## config.mk

```make
export PLATFORM = sky130hd
export DESIGN_NAME = itc_host_flat
export DESIGN_NICKNAME = d
export VERILOG_FILES = /design/src/rtl/itc_pkg.sv /design/src/rtl/itc_if.sv /design/src/rtl/itc_host.sv /design/src/flat_wrapper.sv
export SDC_FILE = /design/constraint.sdc
export NUM_CORES = 1
export LEC_CHECK = 0
export CAP_MARGIN = 10
export CORE_MARGIN = 1.5
export CORE_UTILIZATION = 65
export DETAILED_ROUTE_END_ITERATION = 7
export DONT_BUFFER_PORTS = 1
export GPL_TIMING_DRIVEN = 1
export HOLD_SLACK_MARGIN = 0.12
export PLACE_DENSITY_LB_ADDON = 0.12
export REMOVE_ABC_BUFFERS = 1
export SLEW_MARGIN = 40
export SYNTH_ARGS = -nofsm -noshare
export SYNTH_HDL_FRONTEND = slang
export SYNTH_SLANG_ARGS = --single-unit
```

## constraint.sdc

```tcl
create_clock -name sys_clk -period 7.8 [get_ports sys_clk]
set_clock_uncertainty 0.1 [all_clocks]
set_input_delay 0.39 -clock sys_clk [delete_from_list [all_inputs] [get_ports sys_clk]]
set_output_delay 0.39 -clock sys_clk [all_outputs]
set_load 0.01 [all_outputs]
```

## src/rtl/itc_pkg.sv

```systemverilog
// Purpose: Shared constants for the integrator test and clock control pair.
// Assumes: One system clock at 25 MHz drives both ends.
// Notes: Charge scale and conversion length are modelling choices, kept here as constants.
package itc_pkg;
    localparam int SYS_CLK_NS = 40;
    localparam int NUM_CH = 4;
    localparam int RES_W = 20;
    localparam int IN_W = 16;
    localparam int FRAME_WORDS = 2 * NUM_CH;
    localparam int FRAME_BITS = FRAME_WORDS * RES_W;
    localparam int DIV_QUARTER = 4;
    localparam int DIV_ONE = 1;
    localparam int PACKET_PC = 11;
    localparam int CODE_PER_PC = 4096;
    localparam logic [RES_W-1:0] PACKET_CODE = RES_W'(PACKET_PC * CODE_PER_PC);
    localparam int SIDE_SELECT_TICKS = 24;
    localparam int TEST_SETUP_NS = 100;
    localparam int TEST_EDGE_TO_SIDE_NS = 1000;
    localparam int TEST_LOW_NS = 1000;
    localparam int TEST_HIGH_NS = 1000;
    localparam int AGE_W = 8;
    localparam logic [AGE_W-1:0] SETUP_AGE = AGE_W'((TEST_SETUP_NS + SYS_CLK_NS - 1) / SYS_CLK_NS);
    localparam logic [AGE_W-1:0] EDGE_TO_SIDE_AGE = AGE_W'((TEST_EDGE_TO_SIDE_NS + SYS_CLK_NS - 1) / SYS_CLK_NS);
    localparam logic [AGE_W-1:0] TEST_LOW_AGE = AGE_W'((TEST_LOW_NS + SYS_CLK_NS - 1) / SYS_CLK_NS);
    localparam logic [AGE_W-1:0] TEST_HIGH_AGE = AGE_W'((TEST_HIGH_NS + SYS_CLK_NS - 1) / SYS_CLK_NS);
    localparam logic [2:0] SHIFT_HALF_LAST = 3'h3;
    localparam logic [2:0] DISCARD_FRAMES = 3'h4;
    localparam int FIFO_DEPTH = 4;
    localparam logic [7:0] REG_CTRL = 8'h00;
    localparam logic [7:0] REG_CMD = 8'h04;
    localparam logic [7:0] REG_STATUS = 8'h08;
    localparam logic [7:0] REG_DATA = 8'h0C;
    localparam int CTRL_SIDE_BIT = 0;
    localparam int CTRL_TEST_BIT = 1;
    localparam int CTRL_DIV_BIT = 2;
    localparam int CMD_PULSE_BIT = 0;
    localparam logic [2:0] CTRL_RESET = 3'h0;
endpackage

```

## src/rtl/itc_if.sv

```systemverilog
// Purpose: Control pins between the converter and its controller.
// Assumes: The bench joins both modports; the controller ties the cascade line low.
// Notes: All signals are plain levels; no clock travels here.
`timescale 1ns/10ps
interface itc_if;
    logic sideSelect;
    logic testPin;
    logic sysclkQuarterDividerSelect;
    logic serialShiftClock;
    logic cascadeIn;
    logic serialDataOut;
    logic resultReadyN;
    modport dev (
        input sideSelect,
        input testPin,
        input sysclkQuarterDividerSelect,
        input serialShiftClock,
        input cascadeIn,
        output serialDataOut,
        output resultReadyN
    );
    modport host (
        output sideSelect,
        output testPin,
        output sysclkQuarterDividerSelect,
        output serialShiftClock,
        output cascadeIn,
        input serialDataOut,
        input resultReadyN
    );
endinterface

```

## src/rtl/itc_host.sv

```systemverilog
// Purpose: Controller end: drives side select, test pin and shift clock under APB control.
// Assumes: FIFO depth is a power of two; the device answers within a half shift period.
// Notes: Results wait in a small FIFO; a full FIFO stops the shift clock.
`timescale 1ns/10ps
module itc_fifo #(
    parameter int WIDTH = 20,
    parameter int DEPTH = 4
) (
    // Clock and reset
    input wire logic sys_clk,
    input wire logic rst_n,
    // Fill side
    input wire logic inValid,
    output logic inReady,
    input wire logic [WIDTH-1:0] inData,
    // Drain side
    output logic outValid,
    input wire logic outReady,
    output logic [WIDTH-1:0] outData
);
    localparam int AW = $clog2(DEPTH);
    localparam logic [AW:0] FULL = (AW+1)'(DEPTH);

    logic [WIDTH-1:0] mem_q [DEPTH];
    logic [AW-1:0] wrPtr_q;
    logic [AW-1:0] rdPtr_q;
    logic [AW:0] count_q;
    logic push;
    logic pop;

    assign inReady = count_q != FULL;
    assign outValid = count_q != '0;
    assign outData = mem_q[rdPtr_q];
    assign push = inValid & inReady;
    assign pop = outValid & outReady;

    always_ff @(posedge sys_clk) begin
        if (push) begin
            mem_q[wrPtr_q] <= inData;
        end
    end

    always_ff @(posedge sys_clk or negedge rst_n) begin
        if (!rst_n) begin
            wrPtr_q <= '0;
            rdPtr_q <= '0;
            count_q <= '0;
        end else begin
            if (push) begin
                wrPtr_q <= wrPtr_q + AW'(1);
            end
            if (pop) begin
                rdPtr_q <= rdPtr_q + AW'(1);
            end
            if (push && !pop) begin
                count_q <= count_q + (AW+1)'(1);
            end else if (pop && !push) begin
                count_q <= count_q - (AW+1)'(1);
            end
        end
    end
endmodule

module itc_host (
    // Clock and reset
    input wire logic sys_clk,
    input wire logic rst_n,
    // APB slave
    input wire logic [7:0] paddr,
    input wire logic psel,
    input wire logic penable,
    input wire logic pwrite,
    input wire logic [31:0] pwdata,
    output logic [31:0] prdata,
    output logic pready,
    output logic pslverr,
    // Control pins to the converter
    itc_if.host link
);
    import itc_pkg::*;

    typedef enum {P_IDLE, P_LOW} itc_pulse_t;
    typedef enum {R_IDLE, R_LOW, R_PUSH, R_HIGH} itc_read_t;

    function automatic logic regHit(input logic [7:0] a);
        regHit = (a == REG_CTRL) || (a == REG_CMD) || (a == REG_STATUS) || (a == REG_DATA);
    endfunction

    localparam logic [7:0] FRAME_LOAD = 8'(FRAME_BITS);
    localparam logic [4:0] WORD_FULL = 5'(RES_W);

    logic [2:0] ctrl_q;
    logic pulseReq_q;
    logic [31:0] prdata_q;
    logic wrEn;
    logic [1:0] meta_q;
    logic [1:0] sync_q;
    logic readyNSync;
    logic dataSync;
    itc_pulse_t pState_q;
    logic testOut_q;
    logic [AGE_W-1:0] testAge_q;
    logic sideOut_q;
    logic [AGE_W-1:0] sideAge_q;
    logic sidePending;
    logic sideGo;
    logic testGo;
    logic pulseDone;
    itc_read_t rState_q;
    logic shiftClk_q;
    logic [2:0] phase_q;
    logic [7:0] bitsLeft_q;
    logic [4:0] wordBits_q;
    logic [RES_W-1:0] word_q;
    logic [2:0] discard_q;
    logic holdClk;
    logic wordDone;
    logic fifoInReady;
    logic fifoOutValid;
    logic [RES_W-1:0] fifoOutData;
    logic busy;

    assign wrEn = psel & penable & pwrite;
    assign pready = 1'b1;
    assign pslverr = psel & penable & ~regHit(paddr);
    assign prdata = prdata_q;

    always_ff @(posedge sys_clk or negedge rst_n) begin
        if (!rst_n) begin
            ctrl_q <= CTRL_RESET;
        end else if (wrEn && paddr == REG_CTRL) begin
            ctrl_q <= pwdata[2:0];
        end
    end

    // A new pulse request wins over the completion of the previous one.
    always_ff @(posedge sys_clk or negedge rst_n) begin
        if (!rst_n) begin
            pulseReq_q <= 1'b0;
        end else if (wrEn && paddr == REG_CMD && pwdata[CMD_PULSE_BIT]) begin
            pulseReq_q <= 1'b1;
        end else if (pulseDone) begin
            pulseReq_q <= 1'b0;
        end
    end

    assign busy = pulseReq_q | sidePending | (pState_q != P_IDLE) | (rState_q != R_IDLE);

    // Read data is captured in the setup cycle so it comes from a flip-flop.
    always_ff @(posedge sys_clk or negedge rst_n) begin
        if (!rst_n) begin
            prdata_q <= 32'h00000000;
        end else if (psel && !penable && !pwrite) begin
            case (paddr)
                REG_CTRL: prdata_q <= {29'h00000000, ctrl_q};
                REG_STATUS: prdata_q <= {28'h0000000, discard_q != 3'h0, fifoOutValid, busy, ~readyNSync};
                REG_DATA: prdata_q <= {12'h000, fifoOutData};
                default: prdata_q <= 32'h00000000;
            endcase
        end
    end

    always_ff @(posedge sys_clk or negedge rst_n) begin
        if (!rst_n) begin
            meta_q <= 2'h1;
            sync_q <= 2'h1;
        end else begin
            meta_q <= {link.serialDataOut, link.resultReadyN};
            sync_q <= meta_q;
        end
    end

    assign readyNSync = sync_q[0];
    assign dataSync = sync_q[1];

    assign sidePending = sideOut_q != ctrl_q[CTRL_SIDE_BIT];
    assign sideGo = sidePending && pState_q == P_IDLE && !shiftClk_q
                    && testAge_q >= (testOut_q ? EDGE_TO_SIDE_AGE : SETUP_AGE);
    assign testGo = testOut_q != ctrl_q[CTRL_TEST_BIT] && !sideGo && sideAge_q >= SETUP_AGE
                    && testAge_q >= (testOut_q ? TEST_HIGH_AGE : TEST_LOW_AGE);
    assign pulseDone = (pState_q == P_LOW && testAge_q >= TEST_LOW_AGE)
                       || (pState_q == P_IDLE && pulseReq_q && !ctrl_q[CTRL_TEST_BIT]);

    // Side edges leave a flip-flop on the system clock, so they stay aligned to it.
    always_ff @(posedge sys_clk or negedge rst_n) begin
        if (!rst_n) begin
            sideOut_q <= 1'b0;
            sideAge_q <= '0;
        end else if (sideGo) begin
            sideOut_q <= ctrl_q[CTRL_SIDE_BIT];
            sideAge_q <= '0;
        end else if (sideAge_q != '1) begin
            sideAge_q <= sideAge_q + AGE_W'(1);
        end
    end

    always_ff @(posedge sys_clk or negedge rst_n) begin
        if (!rst_n) begin
            pState_q <= P_IDLE;
            testOut_q <= 1'b0;
            testAge_q <= '0;
        end else begin
            if (testAge_q != '1) begin
                testAge_q <= testAge_q + AGE_W'(1);
            end
            case (pState_q)
                P_IDLE: begin
                    if (pulseReq_q && testOut_q && ctrl_q[CTRL_TEST_BIT] && !sidePending
                        && testAge_q >= TEST_HIGH_AGE && sideAge_q >= SETUP_AGE) begin
                        testOut_q <= 1'b0;
                        testAge_q <= '0;
                        pState_q <= P_LOW;
                    end else if (testGo && !pulseReq_q) begin
                        testOut_q <= ctrl_q[CTRL_TEST_BIT];
                        testAge_q <= '0;
                    end
                end
                P_LOW: begin
                    if (testAge_q >= TEST_LOW_AGE) begin
                        testOut_q <= 1'b1;
                        testAge_q <= '0;
                        pState_q <= P_IDLE;
                    end
                end
                default: pState_q <= P_IDLE;
            endcase
        end
    end

    assign holdClk = sidePending || sideAge_q < SETUP_AGE;
    assign wordDone = wordBits_q == WORD_FULL && (discard_q != 3'h0 || fifoInReady);

    // The shift clock has its own pace, unrelated to the converter's divider.
    always_ff @(posedge sys_clk or negedge rst_n) begin
        if (!rst_n) begin
            rState_q <= R_IDLE;
            shiftClk_q <= 1'b0;
            phase_q <= 3'h0;
            bitsLeft_q <= 8'h00;
            wordBits_q <= 5'h00;
            word_q <= {RES_W{1'b0}};
        end else begin
            case (rState_q)
                R_IDLE: begin
                    if (!readyNSync && !holdClk) begin
                        rState_q <= R_LOW;
                        phase_q <= 3'h0;
                        bitsLeft_q <= FRAME_LOAD;
                        wordBits_q <= 5'h00;
                    end
                end
                R_LOW: begin
                    if (phase_q == SHIFT_HALF_LAST) begin
                        word_q <= {word_q[RES_W-2:0], dataSync};
                        wordBits_q <= wordBits_q + 5'h01;
                        rState_q <= R_PUSH;
                    end else begin
                        phase_q <= phase_q + 3'h1;
                    end
                end
                R_PUSH: begin
                    if (wordDone) begin
                        wordBits_q <= 5'h00;
                    end else if (wordBits_q != WORD_FULL && !holdClk) begin
                        shiftClk_q <= 1'b1;
                        phase_q <= 3'h0;
                        rState_q <= R_HIGH;
                    end
                end
                R_HIGH: begin
                    if (phase_q == SHIFT_HALF_LAST) begin
                        shiftClk_q <= 1'b0;
                        phase_q <= 3'h0;
                        bitsLeft_q <= bitsLeft_q - 8'h01;
                        rState_q <= (bitsLeft_q == 8'h01) ? R_IDLE : R_LOW;
                    end else begin
                        phase_q <= phase_q + 3'h1;
                    end
                end
                default: rState_q <= R_IDLE;
            endcase
        end
    end

    // Leaving test mode arms a discard count; the arm wins over a frame ending.
    always_ff @(posedge sys_clk or negedge rst_n) begin
        if (!rst_n) begin
            discard_q <= 3'h0;
        end else if (pState_q == P_IDLE && testGo && !pulseReq_q && testOut_q) begin
            discard_q <= DISCARD_FRAMES;
        end else if (rState_q == R_HIGH && phase_q == SHIFT_HALF_LAST && bitsLeft_q == 8'h01
                     && discard_q != 3'h0) begin
            discard_q <= discard_q - 3'h1;
        end
    end

    itc_fifo #(
        .WIDTH(RES_W),
        .DEPTH(FIFO_DEPTH)
    ) uFifo (
        .sys_clk(sys_clk),
        .rst_n(rst_n),
        .inValid(rState_q == R_PUSH && wordBits_q == WORD_FULL && discard_q == 3'h0),
        .inReady(fifoInReady),
        .inData(word_q),
        .outValid(fifoOutValid),
        .outReady(psel && penable && !pwrite && paddr == REG_DATA),
        .outData(fifoOutData)
    );

    assign link.sideSelect = sideOut_q;
    assign link.testPin = testOut_q;
    assign link.sysclkQuarterDividerSelect = ctrl_q[CTRL_DIV_BIT];
    assign link.serialShiftClock = shiftClk_q;
    assign link.cascadeIn = 1'b0;
endmodule

```

## src/flat_wrapper.sv

```systemverilog
// flat-port wrapper written by rule: the top's interface ports become plain ports
module itc_host_flat import itc_pkg::*;
  (sys_clk, rst_n, paddr, psel, penable, pwrite, pwdata, prdata, pready, pslverr, link_sideSelect, link_testPin, link_sysclkQuarterDividerSelect, link_serialShiftClock, link_cascadeIn, link_serialDataOut, link_resultReadyN);
  itc_if link_i ();
  input wire logic sys_clk;
  input wire logic rst_n;
  input wire logic [7:0] paddr;
  input wire logic psel;
  input wire logic penable;
  input wire logic pwrite;
  input wire logic [31:0] pwdata;
  output logic [31:0] prdata;
  output logic pready;
  output logic pslverr;
  output wire logic [$bits(link_i.sideSelect)-1:0] link_sideSelect;
  output wire logic [$bits(link_i.testPin)-1:0] link_testPin;
  output wire logic [$bits(link_i.sysclkQuarterDividerSelect)-1:0] link_sysclkQuarterDividerSelect;
  output wire logic [$bits(link_i.serialShiftClock)-1:0] link_serialShiftClock;
  output wire logic [$bits(link_i.cascadeIn)-1:0] link_cascadeIn;
  input wire logic [$bits(link_i.serialDataOut)-1:0] link_serialDataOut;
  input wire logic [$bits(link_i.resultReadyN)-1:0] link_resultReadyN;
  assign link_sideSelect = link_i.sideSelect;
  assign link_testPin = link_i.testPin;
  assign link_sysclkQuarterDividerSelect = link_i.sysclkQuarterDividerSelect;
  assign link_serialShiftClock = link_i.serialShiftClock;
  assign link_cascadeIn = link_i.cascadeIn;
  assign link_i.serialDataOut = link_serialDataOut;
  assign link_i.resultReadyN = link_resultReadyN;
  itc_host u_core (.sys_clk(sys_clk), .rst_n(rst_n), .paddr(paddr), .psel(psel), .penable(penable), .pwrite(pwrite), .pwdata(pwdata), .prdata(prdata), .pready(pready), .pslverr(pslverr), .link(link_i));
endmodule
```

==> parameters.txt <==
Parameter                              Value

Run status
  Outcome ... finished clean

GRT
  Final global-route overflow total ... 0
  Total track usage ... roughly 24%
  Wire length of the first global-routing pass ... 23300 um
  Number of antenna violations at the first check in global routing ... 0
  Pin count of the biggest net entering global routing ... 97
  Via count of the first global-routing pass ... between 4000 and 5000

STA
  Unrepaired setup endpoints after global routing ... no
  Setup TNS Final ... 0 ns
  Slew at the pin closest to its max-slew limit ... between 0.7 and 0.8 ns
  Final Hold Vio Count ... 0
  Shortest clock period the worst path allows after layout ... ~2.9 ns
  Fmax achieved ... 346 MHz
  Count of final setup violators ... 0
  Max_slew headroom ... between 40 and 50%
  Pins over their slew limit ... 0
  Fraction of the cycle the final worst path needs ... between 30% and 40%

Worst setup path
  Largest stage delay on the critical path ... about 0.45 ns
  R2r startpoint ... u_core.discard_q[0]
  Cell with the largest stage delay on the worst path ... nor3_2
  Number of cells on the worst reg-to-reg path ... 11
  Crit path capture ... u_core.uFifo.count_q[2]
  Worst flop-to-flop path endpoint ... u_core.uFifo.count_q[2]
  Kind of capture point of the worst setup path ... register
  Number of buffers and inverters on the critical path ... 2
  FF-to-FF setup slack ... a little under 5 ns
  Launching instance or port of the critical path ... u_core.discard_q[0]
  Largest delay contributor family on the critical path ... simple AND/OR/NAND/NOR gates
  Total number of cells along the worst setup path ... 11
  CP Class ... reg -> reg
  CP cell instances ... inv_1 > ha_1 > nor2b_1 > nand2_1 > nor3_2 > ha_1 > inv_1 > fa_1 > xor2_1 > nor2_1 > xor2_1
  Maximum net fanout on the critical path ... 8
  Critical Path Start Type ... register
  CP required ... 8.06 ns
  Worst endpoint data arrival time ... between 3 and 4 ns

Drt
  DR iter-0 viols ... 281
  Number of routed nets with antenna violations ... 0
  Remaining DRCs ... 0
  Routed via count ... ~4600
  Sum of routed wire length over all layers ... roughly 14000 um
  Via density per instance ... 5.99
  DR pass1 iterations ... 4
  Routed WL per cell ... 18.5 um

Placement
  Global placement routability congestion ... ~0.84
  DP Area ... between 0.007 and 0.008 mm^2
  Number of port buffers ... 0
  Post-DP HPWL ... roughly 8600 um

Layout
  Leading cell type in the layout, fill and taps excluded ... dfrtp_1
  Fillcell total ... about 800
  Most frequent cells in the layout ... 93 x dfrtp_1, 80 x edfxtp_1, 44 x nand2_1, 41 x inv_1, 32 x nor2_1
  Fraction of final layout cells with drive strength greater than 1 ... roughly 19%
  Number of antenna repair diodes ... 0
  Reg area ... between 0.004 and 0.005 mm^2
  Area occupied by multi-input gates ... ~0.0028 mm^2
  Layout Nets ... between 600 and 700
  Design Area, Final ... ~0.0087 mm^2
  Growth of design area from synthesis to finish ... 9.82%

Floorplan
  Count of standard-cell rows ... 40
  Effective utilization at floorplan ... roughly 66%
  I/O pin cnt ... 86
  Overall die height ... 113 um
  Die Footprint ... 0.0129 mm^2
  Core region area ... roughly 0.012 mm^2
  Die X ... 113 um

Clock network
  Num Clock Sinks ... around 180
  Post-CTS setup buffers ... 0
  Number of buffers on the longest clock path ... 2
  Number of CTS-inserted buffers ... 17
  Post-cts hold buffer count ... 15
  Clock root buffer ... clkbuf_16
  Clock Latency Late Sink ... 0.44 ns
  TritonCTS clock tree ... yes
  Clock Pin Slew Worst Setup and Hold Paths ... ~0.07 ns
  Number of gates resized after CTS ... 0
  Maximum level of the CTS H-tree ... 4

Yosys
  Main synth FF type ... dfrtp_1
  Fraction of registers with async set/reset ... 54.5%
  Yosys warnings ... 0
  Sequential cell area fraction in the yosys report ... 60.6%
  Area of the mapped netlist ... 0.00794 mm^2
  Yosys top cell area share ... about 30%
  Number of synthesized register bits ... between 150 and 200
  Post-synthesis area per instance ... approximately 13 um^2
  Area contributors post-synth ... edfxtp_1 30%, dfrtp_1 30%, mux4_2 5.7%
  Number of standard cells after synthesis ... between 500 and 600
  Post-synth EDFFs ... 80
  Leading area contributor after synthesis ... edfxtp_1
  Unique cell type count in the Yosys netlist ... between 60 and 70

Pwr
  Max IR drop VDD ... approximately 0.27 mV
  Leakage power summed over all cells ... roughly 3.6 nW
  Power density normalized to cell area ... approximately 280 mW/mm^2
  Total design power ... between 2 and 2.5 mW

Run
  Maximum capacitance violations ... 0

Min path
  Hold Path Class ... in -> reg
==> layout make-up <==
| class | count | area share (%) |
|---|---|---|
| Multi-Input combinational cell | 354 | 32.4 |
| Tap cell | 147 | 2.11 |
| Inverter | 41 | 1.77 |
| Clock inverter | 13 | 1.49 |
| Clock buffer | 19 | 5.08 |
| Timing Repair Buffer | 16 | 2.01 |
| Sequential cell | 176 | 55.2 |
==> routing by layer <==
layer  global-route usage, %  share of wire (%)  routed length, um  up-vias
met2                    39.1                 51               7210      111
met3                    6.70                4.3                605       26
li1                        -                  -                  -     2147
met1                    31.7                 43               6050     2307
met5                       0                  0                  0        -
met4                    9.67                2.2                309        0
==> synthesized netlist by cell type (all sizes together), types with 3 or more instances <==
library cell / n
dfrtp: 94
edfxtp: 80
nand2: 46
inv: 41
o21ai: 37
nor2: 32
mux2: 28
ha: 25
buf: 20
mux4: 20
nand3: 15
a21oi: 12
clkbuf: 11
nor3: 10
nand2b: 9
mux2i: 8
xnor2: 8
xor2: 8
a22o: 7
nand4: 7
a21o: 5
and2: 5
a211oi: 4
and3: 4
nor2b: 4
or3: 4
nand3b: 3
nor3b: 3
o221ai: 3
or2: 3
or4: 3
or4b: 3
==> worst min path at each step <==
stage	slack, ns	endpoint	cells past startpoint	startpoint
after floorplan	-0.006	u_core.bitsLeft_q[0]	0	rst_n
after global placement	-0.003	u_core.prdata[14]	0	rst_n
after detailed placement	-0.003	u_core.prdata[14]	0	rst_n
after CTS	0.13	u_core.prdata[2]	3	paddr[3]
after global routing	0.15	u_core.prdata[2]	3	paddr[3]
final	0.14	u_core.prdata[2]	3	paddr[3]
==> worst min-delay path: stages <==
cell     delay, ns
a21o_1        0.13
nand2_1       0.06
o31ai_1       0.06
==> power by group <==
| group | leakage (nW) | internal [mW] | switching (mW) |
|---|---|---|---|
| Sequential | 1.97 | 1.05 | 0.0932 |
| Clock | 0.274 | 0.454 | 0.365 |
| Combinational | 1.39 | 0.196 | 0.278 |
==> through the flow <==
step	utilization (%)	hold WS [ns]	setup WS (ns)	std cells
2_1_floorplan	-	-0.00559	5.15	571
3_3_place_gp	66.5	-0.00320	4.73	719
3_5_place_dp	66.6	-0.00285	4.74	719
4_1_cts	72.8	0.131	4.68	766
5_1_grt	72.9	0.153	4.67	766
6_report	72.9	0.143	4.91	766
==> flip-flops by register name, summed over array words and instances (netlist names) <==
register                      count
u_core.uFifo.mem_q               80
u_core.prdata                    20
u_core.word_q                    20
u_core.bitsLeft_q                 8
u_core.sideAge_q                  8
u_core.testAge_q                  8
u_core.wordBits_q                 5
u_core.ctrl_q                     3
u_core.discard_q                  3
u_core.phase_q                    3
u_core.uFifo.count_q              3
u_core.meta_q                     2
u_core.rState_q                   2
u_core.sync_q                     2
u_core.uFifo.rdPtr_q              2
u_core.uFifo.wrPtr_q              2
u_core.link.serialShiftClock      1
u_core.link.sideSelect            1
u_core.link.testPin               1
u_core.pState_q                   1
u_core.pulseReq_q                 1
==> logic make-up (layout without fill, tap and decap cells) <==
family	count (synthesis)	in the layout	synth area share (%)
AO/OA/AOI/OAI	84	84	7.76
adder cells (fa/ha/maj)	26	26	4.19
buffers and inverters	73	89	4.62
other	2	14	0.0946
XOR/XNOR	16	16	1.77
AND/OR/NAND/NOR	158	158	10.3
multiplexers	56	56	10.7
flip-flops	176	176	60.6
No activity file was read; power rests on OpenSTA's default activity.
